<file path="config.mk">
export PLATFORM = sky130hd
export DESIGN_NAME = power_loss_restore_control
export DESIGN_NICKNAME = d
export VERILOG_FILES = /design/src/include/power_loss_pkg.sv /design/src/include/hold_timer_if.sv /design/src/logic/hold_timer.sv /design/src/logic/power_loss_restore_control.sv
export SDC_FILE = /design/constraint.sdc
export NUM_CORES = 1
export LEC_CHECK = 0
export ABC_CLOCK_PERIOD_IN_PS = 3260
export BUFFER_PORTS_ARGS = -buffer_cell sky130_fd_sc_hd__buf_2
export CORE_MARGIN = 1
export CORE_UTILIZATION = 32
export DETAILED_ROUTE_END_ITERATION = 8
export PLACE_DENSITY = 0.46
export SYNTH_ARGS = -nofsm -noshare
export SYNTH_HDL_FRONTEND = slang
export SYNTH_HIERARCHICAL = 1
export SYNTH_SLANG_ARGS = --single-unit
</file>
<file path="constraint.sdc">
create_clock -name clock_i -period 3.26 [get_ports clock_i]
set_clock_uncertainty 0.1 [all_clocks]
set_input_delay 0.489 -clock clock_i [delete_from_list [all_inputs] [get_ports clock_i]]
set_output_delay 0.489 -clock clock_i [all_outputs]
set_load 0.02 [all_outputs]
</file>
<file path="src/include/power_loss_pkg.sv">
// package: constants and types for the power-loss restore controller
package power_loss_pkg;

	// ==========================================================
	// clock and hold interval
	localparam longint unsigned CLK_HZ = 200_000_000;
	localparam longint unsigned HOLD_TIME_S = 30;
	localparam longint unsigned HOLD_CYCLES = HOLD_TIME_S * CLK_HZ;
	// wide enough for 6e9 cycles
	localparam int CNT_W = 33;

	// ==========================================================
	// restore policy encodings
	typedef enum logic [1:0] {
		POL_TURN_ON = 2'h0,
		POL_REMAIN_OFF = 2'h1,
		POL_LAST_STATE = 2'h2
	} policy_t;

	// ==========================================================
	// controller states, gray coded along the usual path
	typedef enum logic [2:0] {
		ST_BOOT = 3'h0,
		ST_OFF = 3'h1,
		ST_ON = 3'h3,
		ST_WATCH = 3'h2,
		ST_DEAD = 3'h6
	} state_t;

	// ==========================================================
	// values after reset
	localparam logic [1:0] SYNC_RST = 2'h0;
	localparam logic RECORD_RST = 1'h0;

endpackage : power_loss_pkg

</file>
<file path="src/include/hold_timer_if.sv">
// interface: hold-interval timer control between controller and timer
`timescale 1ns/1ps
interface hold_timer_if;
	logic run;
	logic expired;
	modport ctl (output run, input expired);
	modport tmr (input run, output expired);
endinterface : hold_timer_if

</file>
<file path="src/logic/hold_timer.sv">
// module: hold-interval timer, counts while run is high
`timescale 1ns/1ps
module hold_timer #(
	parameter longint unsigned LIMIT = power_loss_pkg::HOLD_CYCLES
) (
	input wire logic clock_i,
	input wire logic rstn_i,
	input wire logic ce_i,
	hold_timer_if.tmr hold
);

	// ==========================================================
	// counter
	// cleared whenever run drops, so each interval starts fresh
	localparam logic [power_loss_pkg::CNT_W-1:0] LAST =
		power_loss_pkg::CNT_W'(LIMIT - 1);

	logic [power_loss_pkg::CNT_W-1:0] cnt_q;
	logic expired_q;

	always_ff @(posedge clock_i) begin
		if (!rstn_i) begin
			cnt_q <= '0;
		end else if (ce_i) begin
			if (!hold.run) begin
				cnt_q <= '0;
			end else if (!expired_q) begin
				cnt_q <= cnt_q + 1'b1;
			end
		end
	end

	always_ff @(posedge clock_i) begin
		if (!rstn_i) begin
			expired_q <= 1'b0;
		end else if (ce_i) begin
			expired_q <= hold.run && (expired_q || cnt_q == LAST);
		end
	end

	assign hold.expired = expired_q;

endmodule : hold_timer

</file>
<file path="src/logic/power_loss_restore_control.sv">
// module: restore policy controller on the standby rail
//
// Overview of operation
// - keep watching standby rail after shutdown or loss
// - rail stable full interval means proper off
// - rail lost inside interval means AC loss
// - on restore: turn on, stay off, or last
// - interval runs only under last-state policy
// - loss soon after shutdown may record on
// - no standby rail means no restore policy
`timescale 1ns/1ps
module power_loss_restore_control #(
	parameter longint unsigned HOLD_CYCLES = power_loss_pkg::HOLD_CYCLES
) (
	input wire logic clock_i,
	input wire logic rstn_i,
	input wire logic ce_i,
	input wire logic stby_ok_i,
	input wire logic platform_on_i,
	input wire logic atx_present_i,
	input wire logic nv_last_on_i,
	input wire logic [1:0] policy_i,
	output logic power_on_req_o,
	output logic nv_wr_o,
	output logic nv_last_on_o,
	output logic proper_off_o,
	output logic ac_loss_o,
	output logic restore_done_o
);

	// ==========================================================
	// pin synchronisers
	logic [1:0] stby_sq, plat_sq, atx_sq, nv_sq;
	logic stby_s, plat_s, atx_s, nv_s;

	always_ff @(posedge clock_i) begin
		if (!rstn_i) begin
			stby_sq <= power_loss_pkg::SYNC_RST;
			plat_sq <= power_loss_pkg::SYNC_RST;
			atx_sq <= power_loss_pkg::SYNC_RST;
			nv_sq <= power_loss_pkg::SYNC_RST;
		end else if (ce_i) begin
			stby_sq <= {stby_sq[0], stby_ok_i};
			plat_sq <= {plat_sq[0], platform_on_i};
			atx_sq <= {atx_sq[0], atx_present_i};
			nv_sq <= {nv_sq[0], nv_last_on_i};
		end
	end

	assign stby_s = stby_sq[1];
	assign plat_s = plat_sq[1];
	assign atx_s = atx_sq[1];
	assign nv_s = nv_sq[1];

	// ==========================================================
	// policy decision
	function automatic logic restore_on(input logic [1:0] pol,
			input logic last_on);
		case (pol)
			power_loss_pkg::POL_TURN_ON: restore_on = 1'b1;
			power_loss_pkg::POL_LAST_STATE: restore_on = last_on;
			default: restore_on = 1'b0;
		endcase
	endfunction : restore_on

	// ==========================================================
	// hold timer
	hold_timer_if hold ();

	hold_timer #(
		.LIMIT(HOLD_CYCLES)
	) u_hold (
		.clock_i(clock_i),
		.rstn_i(rstn_i),
		.ce_i(ce_i),
		.hold(hold)
	);

	// ==========================================================
	// state machine
	power_loss_pkg::state_t state_q;
	logic [1:0] policy_q;
	logic atx_q;

	// policy is latched on restore so a change mid-interval cannot
	// cut a running hold interval short
	always_ff @(posedge clock_i) begin
		if (!rstn_i) begin
			policy_q <= power_loss_pkg::POL_REMAIN_OFF;
			atx_q <= 1'b0;
		end else if (ce_i && state_q == power_loss_pkg::ST_BOOT) begin
			policy_q <= policy_i;
			atx_q <= atx_s;
		end
	end

	always_ff @(posedge clock_i) begin
		if (!rstn_i) begin
			state_q <= power_loss_pkg::ST_BOOT;
		end else if (ce_i) begin
			case (state_q)
				power_loss_pkg::ST_BOOT: begin
					if (stby_s) begin
						state_q <= power_loss_pkg::ST_OFF;
					end
				end
				power_loss_pkg::ST_OFF: begin
					if (!stby_s) begin
						state_q <= power_loss_pkg::ST_DEAD;
					end else if (plat_s) begin
						state_q <= power_loss_pkg::ST_ON;
					end
				end
				power_loss_pkg::ST_ON: begin
					if (!stby_s) begin
						state_q <= power_loss_pkg::ST_DEAD;
					end else if (!plat_s) begin
						if (policy_q == power_loss_pkg::POL_LAST_STATE) begin
							state_q <= power_loss_pkg::ST_WATCH;
						end else begin
							state_q <= power_loss_pkg::ST_OFF;
						end
					end
				end
				power_loss_pkg::ST_WATCH: begin
					if (!stby_s) begin
						state_q <= power_loss_pkg::ST_DEAD;
					end else if (plat_s) begin
						state_q <= power_loss_pkg::ST_ON;
					end else if (hold.expired) begin
						state_q <= power_loss_pkg::ST_OFF;
					end
				end
				power_loss_pkg::ST_DEAD: begin
					// rail back: treat as a fresh restore
					if (stby_s) begin
						state_q <= power_loss_pkg::ST_BOOT;
					end
				end
				default: state_q <= power_loss_pkg::ST_BOOT;
			endcase
		end
	end

	assign hold.run = (state_q == power_loss_pkg::ST_WATCH) && plat_s == 1'b0
		&& stby_s;

	// ==========================================================
	// restore request
	always_ff @(posedge clock_i) begin
		if (!rstn_i) begin
			power_on_req_o <= 1'b0;
			restore_done_o <= 1'b0;
		end else if (ce_i) begin
			power_on_req_o <= 1'b0;
			if (state_q == power_loss_pkg::ST_BOOT && stby_s) begin
				restore_done_o <= 1'b1;
				// no standby rail support: the policy is ignored
				power_on_req_o <= atx_s &&
					restore_on(policy_i, nv_s);
			end else if (state_q == power_loss_pkg::ST_DEAD) begin
				restore_done_o <= 1'b0;
			end
		end
	end

	// ==========================================================
	// non-volatile state record
	// the on state is written as soon as the platform runs; a loss
	// inside the interval leaves it on, which is accepted behaviour
	always_ff @(posedge clock_i) begin
		if (!rstn_i) begin
			nv_wr_o <= 1'b0;
			nv_last_on_o <= power_loss_pkg::RECORD_RST;
		end else if (ce_i) begin
			nv_wr_o <= 1'b0;
			if (state_q == power_loss_pkg::ST_OFF && stby_s && plat_s) begin
				nv_wr_o <= 1'b1;
				nv_last_on_o <= 1'b1;
			end else if (state_q == power_loss_pkg::ST_ON && stby_s
					&& !plat_s && policy_q != power_loss_pkg::POL_LAST_STATE) begin
				nv_wr_o <= 1'b1;
				nv_last_on_o <= 1'b0;
			end else if (state_q == power_loss_pkg::ST_WATCH && stby_s
					&& !plat_s && hold.expired) begin
				nv_wr_o <= 1'b1;
				nv_last_on_o <= 1'b0;
			end
		end
	end

	// ==========================================================
	// classification pulses
	always_ff @(posedge clock_i) begin
		if (!rstn_i) begin
			proper_off_o <= 1'b0;
			ac_loss_o <= 1'b0;
		end else if (ce_i) begin
			proper_off_o <= state_q == power_loss_pkg::ST_WATCH && stby_s
				&& !plat_s && hold.expired;
			ac_loss_o <= !stby_s && (state_q == power_loss_pkg::ST_WATCH
				|| state_q == power_loss_pkg::ST_ON);
		end
	end
endmodule : power_loss_restore_control

</file>
### Word-level counts from Yosys, hierarchy flattened

Cells that the tools add are included.
Widths: inputs -> output; s select.

* register bits: 53
* output and inout port bits: 6

* multiplexer cells: 26
* bitwise operators: 1
* reductions and logical operators: 27
* eq/ne operators: 14
* add/sub/neg operators: 1

Operators with widths (count)
* $mux 33: 2
* $add 33x1->33 const B: 1
* $eq 33x33->1 const B: 1
* $mux 3: 9
* $logic_and 1x1->1: 15
* $pmux 3 s5: 1
* $mux 1: 12
* $ne 2x2->1 const B: 4
* $eq 3x2->1 const B: 2
* $ne 3x3->1 const B: 2
* $reduce_and 2->1: 3
* $reduce_and 6->1: 1
* $eq 2x2->1 const B: 2
* $ne 4x3->1 const B: 1
* $eq 3x1->1 const B: 1
* $eq 3x3->1 const B: 1
* $logic_not 3->1: 1
* $reduce_bool 3->1: 1
* $logic_not 1->1: 2
* $logic_not 2->1: 1
* $logic_or 1x1->1: 2
* $mux 2: 1
* $pmux 1 s2: 1
* $reduce_bool 2->1: 1
* $not 1->1: 1

### Depth between registers and ports, before layout

* depth after elaboration: 7
* mapped depth: 9

### Cells and area by module

The synthesis kept the hierarchy.

Modules (own cells, without submodules)
* hold_timer: instances 1, area an instance 1735.4 um^2, seq. area each 680.7 um^2, cells each 208
* power_loss_restore_control: instances 1, area an instance 918.4 um^2, seq. area each 380.4 um^2, cells each 95

### Worst setup path after synthesis

Ideal clock, no wire load.

* kind: register to register
* start: reg state_q[2]
* end: reg u_hold/cnt_q[20] (netlist name)
* stages on the path, launching flop included: 9
* slack: 0.785 ns
* required time: 3.090 ns
* setup time: 0.070 ns
* data arrival time: 2.305 ns
* cells stage by stage: dfxtp_1 -> buf_2 -> nand4bb_1 -> nor2_1 -> a21bo_2 -> or4_1 -> buf_2 -> or4_1 -> a21oi_1

* cells in the longest elaborated chain, start to end: 5
* elaborated cells between the ends (all ways): 6

Ends and longest elaborated chain
* from (decl): RTL line power_loss_restore_control.sv:81 `power_loss_pkg::state_t state_q;`
* from (signal assigned): RTL line power_loss_restore_control.sv:99 `state_q <= power_loss_pkg::ST_BOOT;`
* from (signal assigned): RTL line power_loss_restore_control.sv:104 `state_q <= power_loss_pkg::ST_OFF;`
* from (signal assigned): RTL line power_loss_restore_control.sv:109 `state_q <= power_loss_pkg::ST_DEAD;`
* $eq 3x2->1 *: RTL line power_loss_restore_control.sv:145 `assign hold.run = (state_q == power_loss_pkg::ST_WATCH) && plat_s == 1'b0`
* $logic_and 1x1->1 *: RTL line power_loss_restore_control.sv:145
* $logic_and 1x1->1 *: RTL line power_loss_restore_control.sv:146 `&& stby_s;`
* named net hold.run: RTL line hold_timer_if.sv:4 `logic run;`
* $ne 2x2->1 (no source line)
* $reduce_and 2->1 (no source line)
* to (signal assigned): RTL line hold_timer.sv:28 `cnt_q <= cnt_q + 1'b1;`
* to (decl): RTL line hold_timer.sv:18 `logic [power_loss_pkg::CNT_W-1:0] cnt_q;`

Mark *: on every way through the listed nets, which the timed path passes. The rest lies on a longest branch.
A chain may end at the register's enable or synchronous reset.

### Worst setup path after layout

* start: reg state_q[2]
* end: reg u_hold/cnt_q[28] (netlist name)

The elaborated chain is that of the path after synthesis.

==> key figures <==
Run status
  – Outcome: complete, no violations

Timing
  – Slew at the pin with the worst max-slew slack: 0.571 ns
  – Fin crit period: 2.97 ns
  – Final-report setup violation count: 0
  – Relative slew margins: 61.9%
  – RSZ-0062 raised after global routing: no
  – Final sum of negative setup slack: 0 ns
  – Final-report hold violation count: 0
  – Final Slew Violations: 0
  – Period utilisation layout: 91.1%
  – Fmax: 337 MHz

Global route
  – Global router's overall resource usage: 15.6%
  – Number of antenna violations at the first check in global routing: 0
  – Global route overflow: 0
  – Via count of the first global-routing pass: 2,166
  – Maximum number of pins on one net before global-route repair: 25
  – Global-route wire length before repair: 10.8 mm

Finish
  – Layout overhead on the synthesized area: 8.68%
  – Antenna diode instance count: 0
  – Filler Cell Count: 835
  – Commonest non-fill, non-tap cell in the layout: sky130_fd_sc_hd__dfxtp_1
  – Net count of the finished layout: 319
  – Highest-count cells in the layout ignoring fill and taps: sky130_fd_sc_hd__dfxtp_1 (53), sky130_fd_sc_hd__a21oi_1 (25), sky130_fd_sc_hd__nand4_1 (18)
  – Fraction of final layout cells with drive strength greater than 1: 11.3%

Setup path
  – Register-to-register path setup slack: 0.29 ns
  – Worst Setup Path Type: reg2reg
  – Category of the worst setup path capture point: flip-flop
  – Worst Path Max Fanout: 18
  – Critical path's most frequent cell: sky130_fd_sc_hd__or4_1
  – CP top delay family: simple AND/OR/NAND/NOR gates
  – Critical path data required time: 3.40 ns
  – Nature of the critical path startpoint: flip-flop
  – Cell chain of the critical path: nand4bb_1, nor2_1, a21bo_2, or4_1, or4_1, a21oi_1
  – Arrival time at the worst endpoint: 3.12 ns
  – Critical Path Slowest Stage Cell: sky130_fd_sc_hd__or4_1
  – Worst path max stage delay: 0.77 ns
  – Worst path depth: 6
  – R2R depth: 6
  – Buf+Inv Stages, Crit Path: 0

Floorplanning
  – Site Rows: 32
  – Initial core utilization: 33.6%
  – Core footprint: 0.00789 sq mm
  – Total Die Area: 0.00866 sq mm
  – Count of boundary I/O pins: 15
  – Height of the die: 93.1 um
  – Floorplan die width: 93.1 um

Pwr
  – Total power draw: 1.12 mW
  – Peak ir drop on the vdd network: 0.000154 V
  – Pwr Density: 387 mW/mm^2
  – Static leakage power: 0.882 nW

Drt
  – Count of unresolved DRC violations after routing: 0
  – First-iteration detailed-routing DRC count: 63
  – Wirelength per Cell: 15.1 um
  – Total via count after detailed routing: 2,242
  – Number of routed nets with antenna violations: 0
  – Routed WL: 6.23 mm
  – Via/cell ratio: 5.44
  – Pre-Repair DR Iteration Count: 4

Yosys
  – Most used flip-flop cell after synthesis: sky130_fd_sc_hd__dfxtp_1
  – Portion of the post-synthesis area used by sequential elements: 40.0%
  – Post-synth ARST share: 0%
  – Share of Yosys cell area claimed by the top area cell type: 40.0%
  – Syn Nets: 313
  – FF+latch count, synth: 53
  – Number of cells produced by synthesis: 303
  – Synthesis warning total: 6
  – Synthesized area per cell: 8.76 sq um
  – Top post-synthesis cells by area: sky130_fd_sc_hd__dfxtp_1 (40%), sky130_fd_sc_hd__o31ai_1 (4.8%), sky130_fd_sc_hd__or4_1 (4.8%), sky130_fd_sc_hd__a21oi_1 (4.7%), sky130_fd_sc_hd__nand4_1 (4.2%)
  – Synth Cell Area: 0.00265 sq mm
  – Netlist cell types: 43
  – EDFF count, synth: 0
  – Dominant cell type by area after synthesis: sky130_fd_sc_hd__dfxtp_1

Min path
  – Hold path cells: 3
  – Class of the worst hold path: in2reg

CTS
  – Count of clock tree sinks: 53
  – Post-cts repair resize count: 0
  – Clock insertion delay at the later pin of the skew report: 0.31 ns
  – Setup Buffers After CTS: 0
  – TritonCTS clock tree: yes
  – Clk slew on worst S/H paths: 0.11 ns
  – Hold buffer count at cts: 0
  – Maximum level of the CTS H-tree: 2
  – Number of buffers inserted during clock tree synthesis: 5
  – CTS root buf: sky130_fd_sc_hd__clkbuf_8
  – Longest Clk Path Bufs: 2

Placed design
  – Final GP Congestion: 0.763
  – Half-perimeter wire length of the detailed placement result: 4.20 mm
  – Port Buf Inserts: 14

Run
  – Max capacitance violation total: 0
==> Yosys cell counts, types with 2 or more instances <==
library cell               number
sky130_fd_sc_hd__nor2_1        13
sky130_fd_sc_hd__mux2i_1       11
sky130_fd_sc_hd__o21ai_0       13
sky130_fd_sc_hd__a21oi_1       25
sky130_fd_sc_hd__buf_6          2
sky130_fd_sc_hd__nor2b_1       15
sky130_fd_sc_hd__or4_1         17
sky130_fd_sc_hd__and4_1         5
sky130_fd_sc_hd__nand3_1       12
sky130_fd_sc_hd__a211oi_1       2
sky130_fd_sc_hd__nor4_1         5
sky130_fd_sc_hd__nor3_1         4
sky130_fd_sc_hd__nand2_1       14
sky130_fd_sc_hd__nor4bb_1       2
sky130_fd_sc_hd__dfxtp_1       53
sky130_fd_sc_hd__and2_1         5
sky130_fd_sc_hd__or3_1          7
sky130_fd_sc_hd__inv_1          9
sky130_fd_sc_hd__xnor2_1        5
sky130_fd_sc_hd__o31ai_1       17
sky130_fd_sc_hd__clkbuf_1      12
sky130_fd_sc_hd__xor2_1         4
sky130_fd_sc_hd__a21boi_0       2
sky130_fd_sc_hd__buf_2          5
sky130_fd_sc_hd__o21a_1         6
sky130_fd_sc_hd__nand4_1       18
sky130_fd_sc_hd__and3_1         4
==> power by group <==
| group | internal, mW | leakage [nW] | switching [mW] | total, mW |
|---|---|---|---|---|
| sequential | 0.657 | 0.429 | 0.00658 | 0.663 |
| combinational | 0.0270 | 0.417 | 0.0369 | 0.0639 |
| clock | 0.151 | 0.0364 | 0.238 | 0.389 |
| total | 0.835 | 0.882 | 0.281 | 1.12 |
==> cell type report <==
type | count | area, sq um | area share, %
timing repair buffer | 18 | 100 | 3.47
multi-input combinational | 222 | 1470 | 51.0
clock inverter | 3 | 22.5 | 0.781
tap | 102 | 128 | 4.43
clock buffer | 5 | 68.8 | 2.39
sequential | 53 | 1060 | 36.8
inverter | 9 | 33.8 | 1.17
==> per-stage QoR <==
| stage | utilization, % | hold slack, ns | worst slack (ns) | cell area, sq um | cells |
|---|---|---|---|---|---|
| final | 36.6 | 0.298 | 0.290 | 2880 | 412 |
| after CTS | 36.6 | 0.297 | 0.312 | 2880 | 412 |
| after global placement | 35.4 | 0.358 | 0.424 | 2790 | 404 |
| after global routing | 36.6 | 0.298 | 0.102 | 2880 | 412 |
| after detailed placement | 35.4 | 0.363 | 0.349 | 2790 | 404 |
| after floorplan | - | 0.342 | 0.785 | 2650 | 303 |
==> cells by family (layout without fill, tap and decap cells) <==
kind of cell	count (synthesis)	after routing	share of synthesized area [%]
AND/OR/NAND/NOR	128	128	29.8
multiplexers	11	11	4.15
adder cells (fa/ha/maj)	1	1	0.471
AO/OA/AOI/OAI	73	73	17.8
XOR/XNOR	9	9	2.97
buffers and inverters	28	35	4.76
flip-flops	53	53	40.0
==> worst min-delay path, cell delays in order <==
cell and delay [ns]:
sky130_fd_sc_hd__buf_2 0.09, sky130_fd_sc_hd__mux2i_1 0.06, sky130_fd_sc_hd__nand2_1 0.06
==> flip-flops by register name, indices dropped and copies added, names as in the netlist <==
| signal | flops |
|---|---|
| proper_off_o | 1 |
| stby_sq | 2 |
| atx_sq | 2 |
| nv_wr_o | 1 |
| ac_loss_o | 1 |
| nv_sq | 2 |
| restore_done_o | 1 |
| u_hold/hold.expired | 1 |
| nv_last_on_o | 1 |
| state_q | 3 |
| u_hold/cnt_q | 33 |
| power_on_req_o | 1 |
| policy_q | 2 |
| plat_sq | 2 |
==> final timing paths <==
path / from / to
hold reg to reg: proper_off_o$_SDFFE_PN0P_ / proper_off_o$_SDFFE_PN0P_
hold / removal: policy_i[0] / policy_q[0]$_SDFFE_PN1P_
setup / recovery: state_q[2]$_SDFFE_PN0P_ / u_hold/cnt_q[28]$_SDFFE_PN0P_
setup reg to reg: state_q[2]$_SDFFE_PN0P_ / u_hold/cnt_q[28]$_SDFFE_PN0P_
==> per-layer routing <==
layer	part of all wire [%]	global-route usage, %	vias to the layer above
li1	-	-	1148
met5	0	0	-
met3	3.5	2.76	6
met1	49	20.7	1041
met2	46	25.9	47
met4	0.92	4.36	0
(Power assumes the default switching activity.)
